File: config.mk
export PLATFORM = sky130hd
export DESIGN_NAME = btbcc_exec
export DESIGN_NICKNAME = d
export VERILOG_FILES = /design/src/hw/btbcc_pkg.sv /design/src/hw/btbcc_cyc_timer.sv /design/src/hw/btbcc_exec.sv
export SDC_FILE = /design/constraint.sdc
export NUM_CORES = 1
export LEC_CHECK = 0
export ABC_AREA = 1
export BUFFER_PORTS_ARGS = -buffer_cell sky130_fd_sc_hd__buf_2
export CAP_MARGIN = 20
export CORE_MARGIN = 2
export CORE_UTILIZATION = 50
export CTS_CLUSTER_SIZE = 10
export DETAILED_ROUTE_END_ITERATION = 8
export PLACE_DENSITY = 0.76
export SLEW_MARGIN = 20
export SYNTH_ARGS = -nofsm -noshare
export SYNTH_HDL_FRONTEND = slang
export SYNTH_SLANG_ARGS = --single-unit
File: constraint.sdc
create_clock -name clk -period 2.42 [get_ports clk]
set_input_delay 0.363 -clock clk [delete_from_list [all_inputs] [get_ports clk]]
set_output_delay 0.363 -clock clk [all_outputs]
set_load 0.02 [all_outputs]
File: src/hw/btbcc_pkg.sv
// Constants and types shared by the bit-test branch and CPU control unit.
package btbcc_pkg;

   // ****************************************
   // Instruction and operand kinds
   // ****************************************
   typedef enum logic [3:0] {
      OP_NOP   = 4'h0,
      OP_SETBR = 4'h1,
      OP_CLRBR = 4'h2,
      OP_TCBR  = 4'h3,
      OP_DECBR = 4'h4,
      OP_IEN   = 4'h5,
      OP_IMSK  = 4'h6,
      OP_BANK  = 4'h7,
      OP_IDLE  = 4'h8,
      OP_DEEP  = 4'h9
   } btbcc_op_t;

   typedef enum logic [2:0] {
      K_NONE  = 3'h0,
      K_SHORT = 3'h1,
      K_SFR   = 3'h2,
      K_ACC   = 3'h3,
      K_PSW   = 3'h4,
      K_PTR   = 3'h5,
      K_REGB  = 3'h6,
      K_REGC  = 3'h7
   } btbcc_opnd_t;

   // ****************************************
   // Program status word layout
   // ****************************************
   localparam int unsigned PSW_IE   = 7;
   localparam int unsigned PSW_BK1  = 5;
   localparam int unsigned PSW_BK0  = 3;
   localparam logic [7:0]  PSW_RST  = 8'h00;

   // ****************************************
   // Instruction lengths in bytes
   // ****************************************
   localparam logic [2:0] LEN_1 = 3'h1;
   localparam logic [2:0] LEN_2 = 3'h2;
   localparam logic [2:0] LEN_3 = 3'h3;
   localparam logic [2:0] LEN_4 = 3'h4;

   // ****************************************
   // Cycle counts in processor clocks
   // ****************************************
   localparam logic [4:0] CYC_2  = 5'h02;
   localparam logic [4:0] CYC_4  = 5'h04;
   localparam logic [4:0] CYC_6  = 5'h06;
   localparam logic [4:0] CYC_8  = 5'h08;
   localparam logic [4:0] CYC_9  = 5'h09;
   localparam logic [4:0] CYC_10 = 5'h0A;
   localparam logic [4:0] CYC_11 = 5'h0B;
   localparam logic [4:0] CYC_12 = 5'h0C;
   // Extra cycles when code is not fetched from internal ROM.
   localparam logic [4:0] CYC_EXT_WAIT = 5'h02;
   localparam logic [4:0] CYC_ONE = 5'h01;

   localparam logic [7:0] BYTE_ONE  = 8'h01;
   localparam logic [7:0] BYTE_ZERO = 8'h00;

endpackage

File: src/hw/btbcc_cyc_timer.sv
// Down counter that marks the last cycle of an instruction.
`timescale 1ns/100ps
`default_nettype none

module btbcc_cyc_timer
   import btbcc_pkg::*;
(
   input  wire logic       clk,
   input  wire logic       rst,
   input  wire logic       load,
   input  wire logic [4:0] loadVal,
   output logic            last
);

   logic [4:0] cnt_r;

   always_ff @(posedge clk or posedge rst) begin
      if (rst) begin
         cnt_r <= 5'h00;
      end else if (load) begin
         cnt_r <= loadVal;
      end else if (cnt_r != 5'h00) begin
         cnt_r <= cnt_r - CYC_ONE;
      end
   end

   assign last = (cnt_r == CYC_ONE);

endmodule

`default_nettype wire

File: src/hw/btbcc_exec.sv
// Execution unit for bit-test branches, loop decrements and CPU control.
//
// Notes on behaviour
// RL1 - Set-branch short area: 3 bytes, 8/9 cycles.
// RL2 - Set-branch special register: 4 bytes, 11 cycles.
// RL3 - Set-branch accumulator bit: 3 bytes, 8 cycles.
// RL4 - Set-branch status word bit: 3 bytes, 9 cycles.
// RL5 - Set-branch pointer byte: 3 bytes, 10/11 cycles.
// RL6 - Clear-branch short area: 4 bytes, 10/11 cycles.
// RL7 - Clear-branch special register: 4 bytes, 11 cycles.
// RL8 - Clear-branch accumulator bit: 3 bytes, 8 cycles.
// RL9 - Clear-branch status word bit: 4 bytes, 11.
// RL10 - Clear-branch pointer byte: 3 bytes, 10/11 cycles.
// RL11 - Test-clear short area: 4 bytes, 10/12.
// RL12 - Test-clear special register: 4 bytes, 12 cycles.
// RL13 - Test-clear accumulator bit: 3 bytes, 8 cycles.
// RL14 - Test-clear status bit: 4 bytes, 12, flags change.
// RL15 - Test-clear pointer byte: 3 bytes, 10/12 cycles.
// RL16 - Decrement B or C, branch nonzero, 6.
// RL17 - Decrement short byte, branch nonzero, 8/10.
// RL18 - Interrupt enable sets flag, 2 bytes, 6.
// RL19 - Interrupt mask clears flag, 2 bytes, 6.
// RL20 - One counted cycle is one clock.
// RL21 - Longer count when operand outside fast RAM.
// RL22 - Counts hold only for internal ROM fetch.
// RL23 - Bank select writes bits; no-op changes nothing.
// RL24 - Idle and deep sleep requested after completion.
`timescale 1ns/100ps
`default_nettype none

module btbcc_exec
   import btbcc_pkg::*;
(
   input  wire logic        clk,
   input  wire logic        rst,
   input  wire logic        start,
   input  wire btbcc_op_t   opSel,
   input  wire btbcc_opnd_t opndSel,
   input  wire logic [2:0]  bitSel,
   input  wire logic [7:0]  memData,
   input  wire logic [7:0]  accData,
   input  wire logic [7:0]  regB,
   input  wire logic [7:0]  regC,
   input  wire logic [7:0]  relOffset,
   input  wire logic [15:0] pcIn,
   input  wire logic [1:0]  bankNum,
   input  wire logic        hsRam,
   input  wire logic        romFetch,
   output logic             busy_r,
   output logic             done_r,
   output logic             taken_r,
   output logic [15:0]      pcOut_r,
   output logic             wrEn_r,
   output btbcc_opnd_t      wrDest_r,
   output logic [7:0]       wrData_r,
   output logic [7:0]       psw_r,
   output logic             haltReq_r,
   output logic             stopReq_r
);

   // ****************************************
   // Length and timing tables
   // ****************************************
   function automatic logic [2:0] instrLen(btbcc_op_t op, btbcc_opnd_t k);
      logic [2:0] n;
      n = LEN_2;
      unique case (op)
         OP_SETBR: n = (k == K_SFR) ? LEN_4 : LEN_3;
         OP_CLRBR, OP_TCBR: n = (k == K_ACC || k == K_PTR) ? LEN_3 : LEN_4;
         OP_DECBR: n = (k == K_SHORT) ? LEN_3 : LEN_2;
         OP_NOP: n = LEN_1;
         OP_IEN, OP_IMSK, OP_BANK, OP_IDLE, OP_DEEP: n = LEN_2;
         default: n = LEN_1;
      endcase
      return n;
   endfunction

   function automatic logic [4:0] instrCyc(btbcc_op_t op, btbcc_opnd_t k,
                                           logic hs);
      logic [4:0] c;
      c = CYC_2;
      unique case (op)
         // RL1 RL4 RL5 set-branch timing
         OP_SETBR: begin
            unique case (k)
               K_SHORT: c = hs ? CYC_8 : CYC_9;
               K_SFR:   c = CYC_11;
               K_ACC:   c = CYC_8;
               K_PSW:   c = CYC_9;
               default: c = hs ? CYC_10 : CYC_11;
            endcase
         end
         // RL6 RL7 RL9 RL10 clear-branch timing
         OP_CLRBR: begin
            unique case (k)
               K_ACC:   c = CYC_8;
               K_SFR:   c = CYC_11;
               K_PSW:   c = CYC_11;
               default: c = hs ? CYC_10 : CYC_11;
            endcase
         end
         // RL11 RL12 RL15 test-clear timing
         OP_TCBR: begin
            unique case (k)
               K_ACC:   c = CYC_8;
               K_SFR:   c = CYC_12;
               K_PSW:   c = CYC_12;
               default: c = hs ? CYC_10 : CYC_12;
            endcase
         end
         // RL16 decrement timing
         OP_DECBR: c = (k == K_SHORT) ? (hs ? CYC_8 : CYC_10) : CYC_6;
         OP_BANK:  c = CYC_4;
         OP_NOP:   c = CYC_2;
         // RL18 control timing
         OP_IEN, OP_IMSK, OP_IDLE, OP_DEEP: c = CYC_6;
         default:  c = CYC_2;
      endcase
      return c;
   endfunction

   // ****************************************
   // Operand evaluation at issue
   // ****************************************
   logic        accept;
   logic [7:0]  srcByte;
   logic        bitVal;
   logic [7:0]  decByte;
   logic [7:0]  clrByte;
   logic [2:0]  lenNow;
   logic [4:0]  cycNow;
   logic [15:0] fallPc;
   logic [15:0] targetPc;
   logic        takeNxt;
   logic        timerLast;

   assign accept = start && !busy_r;

   always_comb begin
      unique case (opndSel)
         K_ACC:   srcByte = accData;
         K_PSW:   srcByte = psw_r;
         K_REGB:  srcByte = regB;
         K_REGC:  srcByte = regC;
         default: srcByte = memData;
      endcase
   end

   assign bitVal  = srcByte[bitSel];
   assign decByte = srcByte - BYTE_ONE;
   assign clrByte = srcByte & ~(BYTE_ONE << bitSel);
   assign lenNow  = instrLen(opSel, opndSel);
   // RL21 fast RAM picks short count
   // RL22 extra wait outside ROM
   assign cycNow  = instrCyc(opSel, opndSel, hsRam)
                    + (romFetch ? 5'h00 : CYC_EXT_WAIT);
   assign fallPc  = pcIn + {13'h0000, lenNow};
   assign targetPc = fallPc + {{8{relOffset[7]}}, relOffset};

   always_comb begin
      unique case (opSel)
         // RL3 RL13 branch when set
         OP_SETBR, OP_TCBR: takeNxt = bitVal;
         // RL8 branch when bit clear
         OP_CLRBR: takeNxt = !bitVal;
         // RL17 branch on nonzero result
         OP_DECBR: takeNxt = (decByte != BYTE_ZERO);
         default:  takeNxt = 1'b0;
      endcase
   end

   // ****************************************
   // Pending results held while the count runs
   // ****************************************
   btbcc_op_t   opQ_r;
   btbcc_opnd_t kindQ_r;
   logic        takeQ_r;
   logic [15:0] pcQ_r;
   logic        wrQ_r;
   logic [7:0]  dataQ_r;
   logic [2:0]  bitQ_r;
   logic [1:0]  bankQ_r;

   always_ff @(posedge clk or posedge rst) begin
      if (rst) begin
         opQ_r   <= OP_NOP;
         kindQ_r <= K_NONE;
         takeQ_r <= 1'b0;
         pcQ_r   <= 16'h0000;
         wrQ_r   <= 1'b0;
         dataQ_r <= 8'h00;
         bitQ_r  <= 3'h0;
         bankQ_r <= 2'h0;
      end else if (accept) begin
         opQ_r   <= opSel;
         kindQ_r <= opndSel;
         takeQ_r <= takeNxt;
         // RL2 relative to next instruction
         pcQ_r   <= takeNxt ? targetPc : fallPc;
         // RL15 clear tested bit in memory
         wrQ_r   <= (opSel == OP_DECBR) ||
                    (opSel == OP_TCBR && bitVal && opndSel != K_PSW);
         dataQ_r <= (opSel == OP_DECBR) ? decByte : clrByte;
         bitQ_r  <= bitSel;
         bankQ_r <= bankNum;
      end
   end

   // ****************************************
   // Cycle timing
   // ****************************************
   // RL20 one count per clock
   btbcc_cyc_timer u_timer (
      .clk     (clk),
      .rst     (rst),
      .load    (accept),
      .loadVal (cycNow - CYC_ONE),
      .last    (timerLast)
   );

   always_ff @(posedge clk or posedge rst) begin
      if (rst) begin
         busy_r <= 1'b0;
         done_r <= 1'b0;
      end else begin
         busy_r <= accept || (busy_r && !timerLast);
         done_r <= busy_r && timerLast;
      end
   end

   // ****************************************
   // Commit at the last cycle
   // ****************************************
   logic commit;
   assign commit = busy_r && timerLast;

   always_ff @(posedge clk or posedge rst) begin
      if (rst) begin
         taken_r  <= 1'b0;
         pcOut_r  <= 16'h0000;
         wrEn_r   <= 1'b0;
         wrDest_r <= K_NONE;
         wrData_r <= 8'h00;
      end else begin
         wrEn_r <= commit && wrQ_r;
         if (commit) begin
            taken_r  <= takeQ_r;
            pcOut_r  <= pcQ_r;
            wrDest_r <= kindQ_r;
            wrData_r <= dataQ_r;
         end
      end
   end

   always_ff @(posedge clk or posedge rst) begin
      if (rst) begin
         psw_r <= PSW_RST;
      end else if (commit) begin
         unique case (opQ_r)
            // RL18 interrupt flag set
            OP_IEN:  psw_r[PSW_IE] <= 1'b1;
            // RL19 interrupt flag cleared
            OP_IMSK: psw_r[PSW_IE] <= 1'b0;
            // RL23 bank bits written
            OP_BANK: begin
               psw_r[PSW_BK1] <= bankQ_r[1];
               psw_r[PSW_BK0] <= bankQ_r[0];
            end
            // RL14 status bit cleared in place
            OP_TCBR: begin
               if (kindQ_r == K_PSW && takeQ_r) begin
                  psw_r[bitQ_r] <= 1'b0;
               end
            end
            default: psw_r <= psw_r;
         endcase
      end
   end

   // RL24 low-power request after completion
   always_ff @(posedge clk or posedge rst) begin
      if (rst) begin
         haltReq_r <= 1'b0;
         stopReq_r <= 1'b0;
      end else begin
         haltReq_r <= commit && (opQ_r == OP_IDLE);
         stopReq_r <= commit && (opQ_r == OP_DEEP);
      end
   end

   // ****************************************
   // Checks
   // ****************************************
   logic [4:0] measCyc_r;
   logic [4:0] expCyc_r;
   logic [15:0] fallQ_r;

   always_ff @(posedge clk or posedge rst) begin
      if (rst) begin
         measCyc_r <= 5'h00;
         expCyc_r  <= 5'h00;
         fallQ_r   <= 16'h0000;
      end else if (accept) begin
         measCyc_r <= CYC_ONE;
         expCyc_r  <= cycNow;
         fallQ_r   <= fallPc;
      end else if (busy_r) begin
         measCyc_r <= measCyc_r + CYC_ONE;
      end
   end
endmodule

`default_nettype wire

Yosys cells after proc, flatten, opt, wreduce, memory -nomap -nowiden
Index checks and enable logic that the tools add are counted.
Storage, ports and cells
  flip-flop bits (word level): 84
  bits of input ports: 73
  logic and storage cells: 118
Cells by class
  add/subtract/negate cells: 6
  order comparisons: 3
  eq/ne operators: 26
  shifts and indexed selects: 1
  multiplexer cells: 28
  bitwise gates (word level): 4
  reductions and logical operators: 29
Operators with widths (number)
  case mux 8 bit (4 select lines): 1
  case mux 5 bit (6 select lines): 1
  == test 4 x 3 -> 1 bit (second input constant): 7
  adder 16 bit: 1
  adder 16 x 3 -> 16 bit: 1
  AND 8 bit: 2
  == test 4 bit (second input constant): 4
  2-to-1 mux 16 bit: 1
  2-to-1 mux 8 bit: 2
  inverter 8 bit: 2
  == test 3 bit (second input constant): 5
  == test 4 x 2 -> 1 bit (second input constant): 3
  case mux 3 bit (4 select lines): 1
  logical AND 1 bit: 10
  2-to-1 mux 5 bit: 2
  subtractor 5 x 1 -> 5 bit (second input constant): 2
  2-to-1 mux 3 bit: 3
  AND reduction 3 bit: 3
  less-than comparator 3 x 4 -> 1 bit (second input constant): 2
  case mux 2 bit (4 select lines): 1
  nonzero test 8 bit: 1
  left shift 1 x 3 -> 8 bit (first input constant): 1
  subtractor 8 x 1 -> 8 bit (second input constant): 1
  == test 3 x 2 -> 1 bit (second input constant): 2
  24 further kinds: 38

Depth between registers and ports, before layout
Gate-level depths: netlist of run 1.
  depth in word-level cells: 8
  depth in mapped cells: 32
  mapped depth without buffers: 31

Hierarchy
A second synthesis of run 1 with hierarchy kept.
Unflattened totals
  cell total of the unflattened synthesis: 826
  area, all modules: 5816.8 µm²
Modules (own cells, without submodules)
  btbcc_exec: times used 1, cells an instance 779, area an instance 5480.3 µm², seq. area each 1976.9 µm²
  btbcc_cyc_timer: times used 1, cells an instance 47, area an instance 336.6 µm², seq. area each 125.1 µm²

Worst setup path before layout of run 1
No wires, ideal clock.
  path kind: input to register
  start point: in opndSel[2]
  end point: reg pcQ_r[11]
  arrival time: 3.998 ns
  data required time: 2.303 ns
  path slack: -1.696 ns
  cell stages on the path: 21
  buffers on the path: 2
  path through: buf_4 -> buf_2 -> nor3_1 -> o21ai_0 -> or3_1 -> ha_1 -> fa_1 -> nand2_1 -> a21boi_0 -> xor2_1 -> inv_1 -> ha_1 -> a21oi_1 -> a21boi_0 -> o21ai_0 -> a21oi_1 -> o21ai_0 -> xnor2_1 -> nand2_1 -> nand3_1 -> nand2_1
On the way
  cells in the longest elaborated chain, start to end: 7
  elaborated cells on any way between the ends: 22
  those cells by class: add/sub: 3; eq/ne: 7; mux: 9; reduce/logical: 3
RTL lines
  start: declaration: line btbcc_exec.sv:38  | input wire btbcc_opnd_t opndSel,
  == test 3 x 2 -> 1 bit, or another cell as far along: line btbcc_exec.sv:69, btbcc_exec.sv:140
  logical OR 1 bit or case mux 8 bit (4 select lines) (tied branches): line btbcc_exec.sv:69, btbcc_exec.sv:140
  2-to-1 mux 3 bit or binary-select mux 1 bit (select 3 bit) (tied branches): line btbcc_exec.sv:69, btbcc_exec.sv:149
  case mux 3 bit (4 select lines) or 2-to-1 mux 1 bit (tied branches): line btbcc_exec.sv:67, btbcc_exec.sv:149
  adder 16 x 3 -> 16 bit or logical NOT 1 bit (tied branches): line btbcc_exec.sv:157, btbcc_exec.sv:165
  adder 16 bit or case mux 1 bit (3 select lines) (tied branches): line btbcc_exec.sv:158, btbcc_exec.sv:161
  2-to-1 mux 16 bit (*): line btbcc_exec.sv:199  | pcQ_r <= takeNxt ? targetPc : fallPc;
  end signal: assignment: line btbcc_exec.sv:199
  end: declaration: line btbcc_exec.sv:178  | logic [15:0] pcQ_r;
Every way passes the cells marked *; elsewhere a longest branch is shown, timed or not. The select of a mux whose other input is x is not followed.
A chain may end at the register's enable or synchronous reset.

Worst setup path in the final report of run 1
  start point: in opSel[2]
  end point: reg pcQ_r[15]
On the way
  cells in the longest elaborated chain, start to end: 6
  elaborated cells on any way between the ends: 17
  those cells by class: add/sub: 2; eq/ne: 9; mux: 3; reduce/logical: 3
RTL lines
  start: declaration: line btbcc_exec.sv:37  | input wire btbcc_op_t opSel,
  == test 4 x 3 -> 1 bit, or another cell as far along: line btbcc_exec.sv:67  | unique case (op)
  OR reduction 5 bit or OR reduction 2 bit (tied branches): line btbcc_exec.sv:67
  case mux 3 bit (4 select lines): line btbcc_exec.sv:67
  adder 16 x 3 -> 16 bit: line btbcc_exec.sv:157  | assign fallPc = pcIn + {13'h0000, lenNow};
  adder 16 bit: line btbcc_exec.sv:158  | assign targetPc = fallPc + {{8{relOffset[7]}}, relOffset};
  2-to-1 mux 16 bit (*): line btbcc_exec.sv:199
Every way passes the cells marked *; elsewhere a longest branch is shown, timed or not.

==> results.sh, run 1 <==
export IMPL_fp_dieW_um=112
export IMPL_vdd_ir_drop_max_mv=0.724
export IMPL_worst_setup_path_type="in -> reg"
export IMPL_final_common_cell="nand2_1"
export IMPL_grt_overflow=0
export IMPL_ys_warnings_count=0
export IMPL_clk_latency_ps=330
export IMPL_vias=6633
export IMPL_crit_start="opSel[2]"
export IMPL_layout_common_cells="nand2_1 (238), buf_4 (138), buf_2 (107)"
export IMPL_cts_sinks=84
export IMPL_grtUsageMet3=0.0416
export IMPL_fin_hold_ws_ps=82.4
export IMPL_drive_gt1_frac=0.393
export IMPL_cts_buffers=9
export IMPL_cts_htree_levels=3
export IMPL_ys_types=47
export IMPL_place_area_um2=7620
export IMPL_cp_max_fo=3
export IMPL_async_flop_share=1.00
export IMPL_status="finished, violations left"
export IMPL_track_usage=0.277
export IMPL_crit_slowest_cell="a21bo_2"
export IMPL_reg2reg_from="psw_r[0]"
export IMPL_min_period_ps=3780
export IMPL_post_drt_via_cell_ratio=5.41
export IMPL_n_antenna_cell=0
export IMPL_min_path_type="in -> async"
export IMPL_setup_viol=19
export IMPL_cts_root_buf="clkbuf_16"
export IMPL_hold_viol_final=0
export IMPL_relSlewSlack=0.623
export IMPL_synth_seq_cells=84
export IMPL_synthToLayoutAreaGrowth_pct=48.8
export IMPL_wl_per_cell_um=15.7
export IMPL_cts_tree="done"
export IMPL_critPathLaunchType="primary input"
export IMPL_critPathArrivalTime_ps=4010
export IMPL_wl_um=19300
export IMPL_grt_pass1_wl_um=28500
export IMPL_tightest_slew_ps=565
export IMPL_power_density_nw_per_um2=783
export IMPL_crit_top_cell="nand2_1"
export IMPL_core_area_um2=11400
export IMPL_max_stage_delay_ps=270
export IMPL_synth_ff_type="dfrtp_1"
export IMPL_synth_nets=925
export IMPL_cap_viol_max_count=0
export IMPL_dieArea_um2=12600
export IMPL_synth_edf_count=0
export IMPL_grt_pass1_vias=5995
export IMPL_p_leak_nw=4.58
export IMPL_drtIter0Drc=772
export IMPL_route_detailed_drc=0
export IMPL_gp_congestion=1.00
export IMPL_first_pass_iters=5
export IMPL_die_h_um=112
export IMPL_io_pins=114
export IMPL_synth_cells=821
export IMPL_clockBufferDepth=2
export IMPL_portBuffers=113
export IMPL_grt_busiest_layer="met2"
export IMPL_max_freq_mhz=265
export IMPL_rows=39
export IMPL_ant_nets=0
export IMPL_setup_tns_ps=-15430
export IMPL_met1_usage=0.402
export IMPL_drv_slew=0
export IMPL_violations="negative setup slack"
export IMPL_period_share=1.56
export IMPL_finalNetCount=1181
export IMPL_grtUsageMet2=0.433
export IMPL_finalPower_mw=6.82
export IMPL_clk_pin_slew_ps=60
export IMPL_rsz0062_at_grt="true"
export IMPL_initial_core_util=0.513
export IMPL_critPathCaptureType="flop"
export IMPL_stdcell_area_um2=8710
export IMPL_fin_skew_ps=6.30
export IMPL_syn_area_um2=5860
export IMPL_antenna_found_initial=0
export IMPL_layout_setup_ws_ps=-1360
export IMPL_pre_cts_ws_ps=-1780
export IMPL_grt_max_degree=60
export IMPL_seq_area_frac_synth=0.359
export IMPL_synth_avg_cell_area_um2=7.13
export IMPL_dp_hpwl_um=12300
export IMPL_worstPathRequired_ps=2650
## registers in the layout, summed over array words and instances (netlist names)
name / count
bankQ_r: 2
bitQ_r: 3
busy_r: 1
dataQ_r: 8
done_r: 1
haltReq_r: 1
kindQ_r: 3
opQ_r: 4
pcOut_r: 16
pcQ_r: 16
psw_r: 8
stopReq_r: 1
takeQ_r: 1
taken_r: 1
u_timer.cnt_r: 5
wrData_r: 8
wrDest_r: 3
wrEn_r: 1
wrQ_r: 1
## stage by stage
stage          utilization  std cells
2_1_floorplan            -        821
3_3_place_gp         0.668       1181
3_5_place_dp         0.668       1181
4_1_cts              0.733       1223
5_1_grt              0.763       1225
6_report             0.763       1225
## synthesized netlist by cell type, types with 3 or more instances
cell,count,area share
inv_1,100,0.064
buf_2,6,0.0051
fa_1,3,0.010
a21boi_0,5,0.0064
xor2_1,16,0.024
buf_4,3,0.0038
nor2_1,62,0.040
or2_2,3,0.0032
o211ai_1,4,0.0051
clkbuf_1,11,0.0071
a31oi_1,14,0.015
inv_2,3,0.0019
dfrtp_1,84,0.36
nor3_1,12,0.010
buf_6,3,0.0058
o21ai_0,39,0.033
nand4_1,36,0.038
xnor2_1,10,0.015
ha_1,28,0.060
nand3_1,55,0.047
nand2_1,253,0.16
a21oi_1,27,0.023
nand2_2,7,0.0075
nor2_2,4,0.0043
## where the power goes
part,switching [mW],leakage [nW],internal [mW]
sequential,0.386,1.05,2.02
combinational,1.86,3.40,1.29
clock,0.518,0.136,0.751
## worst max-delay path: cells and delay by family
| family | cells | cell delay, ps |
|---|---|---|
| buffers and inverters | 4 | 310 |
| adder cells (fa/ha/maj) | 3 | 570 |
| AO/OA/AOI/OAI | 5 | 850 |
| AND/OR/NAND/NOR | 17 | 1730 |
| XOR/XNOR | 1 | 190 |
## final timing paths
kind	endpoint	slack (ps)	cells after the start
worst max register to register	pcQ_r[3]	90	16
min in group clk	bankQ_r[0]	250	3
worst min-delay path	pcOut_r[13]	80	2
max in group asynchronous	bitQ_r[2]	1670	3
worst max-delay path	pcQ_r[15]	-1360	30
worst min register to register	pcOut_r[6]	460	2
## cell families (layout without fill, tap and decap cells)
| logic type | count (synthesis) | after routing | synth area share |
|---|---|---|---|
| AO/OA/AOI/OAI | 108 | 108 | 0.112 |
| flip-flops | 84 | 84 | 0.359 |
| AND/OR/NAND/NOR | 443 | 445 | 0.329 |
| XOR/XNOR | 26 | 26 | 0.0389 |
| buffers and inverters | 129 | 388 | 0.0902 |
| adder cells (fa/ha/maj) | 31 | 31 | 0.0701 |
## per-layer routing
layer / part of all wire / vias to the layer above
li1: - / 3185
met1: 0.44 / 3086
met2: 0.46 / 294
met3: 0.066 / 68
met4: 0.034 / 0
met5: 0 / -
## final cells by class
cell class | count | area [um^2]
clock buffer | 13 | 260
clock inverter | 3 | 21.3
fill | 830 | 2710
inverter | 105 | 415
multi-input combinational | 610 | 3860
sequential | 84 | 2100
tap | 143 | 179
timing repair buffer | 267 | 1880
## repair_timing
| action | 4_1_cts | 5_1_grt |
|---|---|---|
| setup endpoints to repair | 17 | 21 |
| pin swaps | 43 | 38 |
| cloned | 1 | 1 |
| resized for setup | 80 | 73 |
| buffers inserted | 27 | 9 |
| hold buffers | 0 | 0 |
Power figures use the tool's default switching activity.
==> run 2: changes to the inputs <==
==> constraint.sdc (replaced) <==
create_clock -name clk -period 3.15 [get_ports clk]
set_input_delay 0.4725 -clock clk [delete_from_list [all_inputs] [get_ports clk]]
set_output_delay 0.4725 -clock clk [all_outputs]
set_load 0.02 [all_outputs]
==> results.sh, run 2 (same netlist as run 1, synthesis figures left out) <==
export IMPL_status="finished, violations left"
export IMPL_violations="negative setup slack"
export IMPL_wl_um=16800
export IMPL_wl_per_cell_um=14.3
export IMPL_place_area_um2=7270
export IMPL_p_leak_nw=4.30
export IMPL_reg2reg_from="psw_r[0]"
export IMPL_power_density_nw_per_um2=622
export IMPL_io_pins=114
export IMPL_crit_path_end="pcQ_r[15]"
export IMPL_die_h_um=112
export IMPL_dp_hpwl_um=12200
export IMPL_drtIter0Drc=428
export IMPL_rows=39
export IMPL_cap_viol_max_count=0
export IMPL_tightest_slew_ps=813
export IMPL_fin_hold_ws_ps=261
export IMPL_drv_slew=0
export IMPL_r2r_slack_ps=770
export IMPL_critPathCaptureType="flop"
export IMPL_clk_pin_slew_ps=60
export IMPL_cts_root_buf="clkbuf_16"
export IMPL_ant_nets=0
export IMPL_clk_latency_ps=330
export IMPL_pre_cts_ws_ps=-1130
export IMPL_grt_pass1_vias=5561
export IMPL_cts_buffers=9
export IMPL_setup_viol=13
export IMPL_min_path_type="in -> async"
export IMPL_holdBufCountCts=0
export IMPL_cts_tree="done"
export IMPL_grt_pass1_wl_um=27000
export IMPL_max_stage_delay_ps=270
export IMPL_crit_slowest_cell="a21bo_2"
export IMPL_relSlewSlack=0.458
export IMPL_drive_gt1_frac=0.334
export IMPL_clockBufferDepth=2
export IMPL_initial_core_util=0.513
export IMPL_stdcell_area_um2=8100
export IMPL_grt_overflow=0
export IMPL_seq_area_um2=2100
export IMPL_critPathArrivalTime_ps=3970
export IMPL_core_area_um2=11400
export IMPL_largest_registers="pcOut_r: 16 flops, pcQ_r: 16 flops"
export IMPL_r2r_end="pcQ_r[2]"
export IMPL_worstPathRequired_ps=3370
export IMPL_grt_max_degree=52
export IMPL_route_detailed_drc=0
export IMPL_max_freq_mhz=267
export IMPL_fin_cells=1181
export IMPL_worst_setup_path_type="in -> reg"
export IMPL_layout_setup_ws_ps=-600
export IMPL_min_period_ps=3750
export IMPL_dieArea_um2=12600
export IMPL_utilization=0.709
export IMPL_crit_top_cell="nand2_1"
export IMPL_reg2regPathDepth=16
export IMPL_place_inst=1141
export IMPL_fillers=959
export IMPL_vias=6071
export IMPL_setup_tns_ps=-5060
export IMPL_vdd_ir_drop_max_mv=0.568
export IMPL_layout_common_cells="nand2_1 (245), buf_2 (107), buf_4 (106)"
export IMPL_n_antenna_cell=0
export IMPL_synthToLayoutAreaGrowth_pct=38.2
export IMPL_multi_input_area_um2=3630
export IMPL_crit_start="opndSel[1]"
export IMPL_hold_viol_final=0
export IMPL_fp_dieW_um=112
export IMPL_rsz0062_at_grt="true"
export IMPL_final_common_cell="nand2_1"
export IMPL_track_usage=0.263
export IMPL_finalPower_mw=5.04
export IMPL_antenna_found_initial=0
export IMPL_critPathLaunchType="primary input"
export IMPL_finalNetCount=1137
export IMPL_cts_htree_levels=3
export IMPL_first_pass_iters=5
export IMPL_cts_sinks=84
export IMPL_gp_congestion=0.969
export IMPL_period_share=1.19
export IMPL_portBuffers=113
export IMPL_post_drt_via_cell_ratio=5.14
export IMPL_fin_skew_ps=5.51
export IMPL_cp_max_fo=3
[run 2: cell count changes in the layout (fill, tap and decap cells not counted), moves of 4 or more]
cell	before	now
buf_12	6	2
nand2_1	238	245
a21oi_1	18	22
ha_1	17	21
inv_1	83	88
inv_4	7	3
nand3_2	11	6
buf_4	138	106
nand2_2	20	14
buf_6	15	9
[run 2: area by class of cell]
| class | count | share of cell area |
|---|---|---|
| Clock inverter | 5 | 0.00448 |
| Inverter | 105 | 0.0498 |
| Tap cell | 143 | 0.0221 |
| Multi-Input combinational cell | 608 | 0.449 |
| Timing Repair Buffer | 225 | 0.184 |
| Clock buffer | 11 | 0.0312 |
| Sequential cell | 84 | 0.260 |
[run 2: report_power, final]
| part | total, mW | internal, mW | switching, mW |
|---|---|---|---|
| logic | 2.20 | 0.881 | 1.32 |
| clock network | 0.987 | 0.576 | 0.411 |
| registers | 1.85 | 1.55 | 0.301 |
[run 2: timing repair]
item / in CTS / in global routing
gates cloned: 0 / 0
setup endpoints to repair: 12 / 14
resized for setup: 28 / 64
pin swaps: 36 / 44
hold endpoints to repair: 0 / 0
buffers inserted: 17 / 9
[run 2: worst min-delay path by stage]
stage / to
floorplan: haltReq_r
global placement: haltReq_r
detailed placement: pcOut_r[8]
CTS: pcQ_r[10]
global route: pcQ_r[0]
finish: pcOut_r[13]
[run 2: critical path, delay by kind of cell]
kind                     cells  cell delay, ps
AND/OR/NAND/NOR             16            1360
XOR/XNOR                     1             180
buffers and inverters        4             310
AO/OA/AOI/OAI                6            1050
adder cells (fa/ha/maj)      3             570
[run 2: metal layers]
layer	part of all wire	routed length, um	global-route usage
met1	0.49	8310	0.406
met2	0.45	7660	0.400
met3	0.046	781	0.0389
met4	0.0052	87	0.0480
met5	0	0	0
==> run 3: changes to the inputs <==
--- a/config.mk
+++ b/config.mk
@@ -12,7 +12,7 @@
 export CORE_UTILIZATION = 50
 export CTS_CLUSTER_SIZE = 10
 export DETAILED_ROUTE_END_ITERATION = 8
-export PLACE_DENSITY = 0.76
+export PLACE_DENSITY = 0.73
 export SLEW_MARGIN = 20
 export SYNTH_ARGS = -nofsm -noshare
 export SYNTH_HDL_FRONTEND = slang
==> constraint.sdc (replaced) <==
create_clock -name clk -period 4.29 [get_ports clk]
set_input_delay 0.6435 -clock clk [delete_from_list [all_inputs] [get_ports clk]]
set_output_delay 0.6435 -clock clk [all_outputs]
set_load 0.02 [all_outputs]
==> results.sh, run 3 (same netlist as run 1, synthesis figures left out) <==
export IMPL_status="completed"
export IMPL_wl_um=15700
export IMPL_cts_htree_levels=3
export IMPL_cp_max_fo=6
export IMPL_n_antenna_cell=0
export IMPL_critPathLaunchType="primary input"
export IMPL_vdd_ir_drop_max_mv=0.378
export IMPL_first_pass_iters=5
export IMPL_critical_path_buf_inv_count=5
export IMPL_crit_slowest_cell="fa_2"
export IMPL_fin_hold_ws_ps=424
export IMPL_antenna_found_initial=0
export IMPL_pwr_share_seq=0.378
export IMPL_gp_congestion=0.949
export IMPL_drv_slew=0
export IMPL_dp_hpwl_um=12000
export IMPL_cts_sinks=84
export IMPL_relSlewSlack=0.522
export IMPL_fin_cells=1149
export IMPL_place_inst=1132
export IMPL_final_common_cell="nand2_1"
export IMPL_switching_share=0.406
export IMPL_min_period_ps=4000
export IMPL_min_path_type="in -> async"
export IMPL_grt_max_degree=57
export IMPL_setup_viol=0
export IMPL_core_area_um2=11400
export IMPL_worst_setup_path_type="in -> reg"
export IMPL_route_detailed_drc=0
export IMPL_rows=39
export IMPL_finalPower_mw=3.56
export IMPL_synthToLayoutAreaGrowth_pct=27.1
export IMPL_period_share=0.931
export IMPL_wl_per_cell_um=13.6
export IMPL_fin_skew_ps=9.22
export IMPL_cap_viol_max_count=0
export IMPL_power_share_clock=0.208
export IMPL_vias=5915
export IMPL_p_leak_nw=4.06
export IMPL_cts_root_buf="clkbuf_16"
export IMPL_cts_tree="done"
export IMPL_finalNetCount=1105
export IMPL_setup_tns_ps=0
export IMPL_layout_common_cells="nand2_1 (253), buf_2 (113), inv_1 (99)"
export IMPL_critPathArrivalTime_ps=4220
export IMPL_cp_top_family="simple AND/OR/NAND/NOR gates"
export IMPL_grt_pass1_wl_um=26100
export IMPL_largest_registers="pcOut_r: 16 flops, pcQ_r: 16 flops"
export IMPL_crit_top_cell="nand2_1"
export IMPL_ant_nets=0
export IMPL_max_stage_delay_ps=340
export IMPL_drive_gt1_frac=0.256
export IMPL_track_usage=0.256
export IMPL_cp_num_cells=26
export IMPL_internal_power_mw=2.12
export IMPL_grt_pass1_vias=5457
export IMPL_grt_overflow=0
export IMPL_clockBufferDepth=2
export IMPL_drtIter0Drc=383
export IMPL_tightest_slew_ps=717
export IMPL_max_freq_mhz=250
export IMPL_reg2regPathDepth=16
export IMPL_holdBufCountCts=0
export IMPL_hold_viol_final=0
export IMPL_pwr_share_comb=0.415
export IMPL_die_h_um=112
export IMPL_critPathCaptureType="flop"
export IMPL_cts_buffers=9
export IMPL_clk_latency_ps=350
export IMPL_clk_pin_slew_ps=60
export IMPL_initial_core_util=0.513
export IMPL_power_density_nw_per_um2=479
export IMPL_portBuffers=113
export IMPL_fp_dieW_um=112
export IMPL_netSwitchingPower_mw=1.45
export IMPL_io_pins=114
export IMPL_post_drt_via_cell_ratio=5.15
export IMPL_dieArea_um2=12600
export IMPL_worstPathRequired_ps=4520
-- run 3: worst paths after layout --
| check | from | end | slack [ps] |
|---|---|---|---|
| hold / removal | rst | u_timer.cnt_r[4] | 420 |
| setup / recovery | opndSel[2] | pcQ_r[13] | 290 |
| hold reg to reg | dataQ_r[2] | wrData_r[2] | 470 |
| min in group clk | dataQ_r[2] | wrData_r[2] | 470 |
| max in group asynchronous | rst | wrDest_r[0] | 3050 |
| setup reg to reg | psw_r[0] | pcQ_r[15] | 1860 |
-- run 3: cell type report --
class	count	area [um^2]
inverters	105	399
repair buffers	193	1170
clock buffers	10	239
well taps	143	179
clock inverters	6	47.5
multi-input cells	608	3310
flip-flops and latches	84	2100
fillers	1084	3980
-- run 3: power by group through the flow --
stage,Clock (mW),Sequential [mW],Combinational [mW]
finish,0.740,1.35,1.48
global route,0.799,1.39,1.68
CTS,0.754,1.34,1.47
detailed placement,0,1.35,1.46
global placement,0,1.35,1.44
floorplan,0,1.48,0.834
-- run 3: per-layer routing --
layer / vias up / part of all wire / wire (um) / global-route usage
met4: 0 / 0.0079 / 124 / 0.0512
li1: 3033 / - / - / -
met2: 195 / 0.42 / 6560 / 0.362
met5: - / 0 / 0 / 0
met3: 12 / 0.067 / 1040 / 0.0610
met1: 2675 / 0.51 / 7940 / 0.399
-- run 3: timing repair --
action	4_1_cts	5_1_grt
resized for setup	0	21
buffers inserted	0	1
endpoints found under the setup margin	0	6
-- run 3: per-stage QoR --
stage               setup WS (ps)  utilization  cell area [um^2]
detailed placement           -169        0.620              7080
CTS                           149        0.645              7360
global placement            -88.7        0.620              7080
floorplan                    35.9            -              5860
global route                -30.2        0.652              7440
finish                        294        0.652              7440
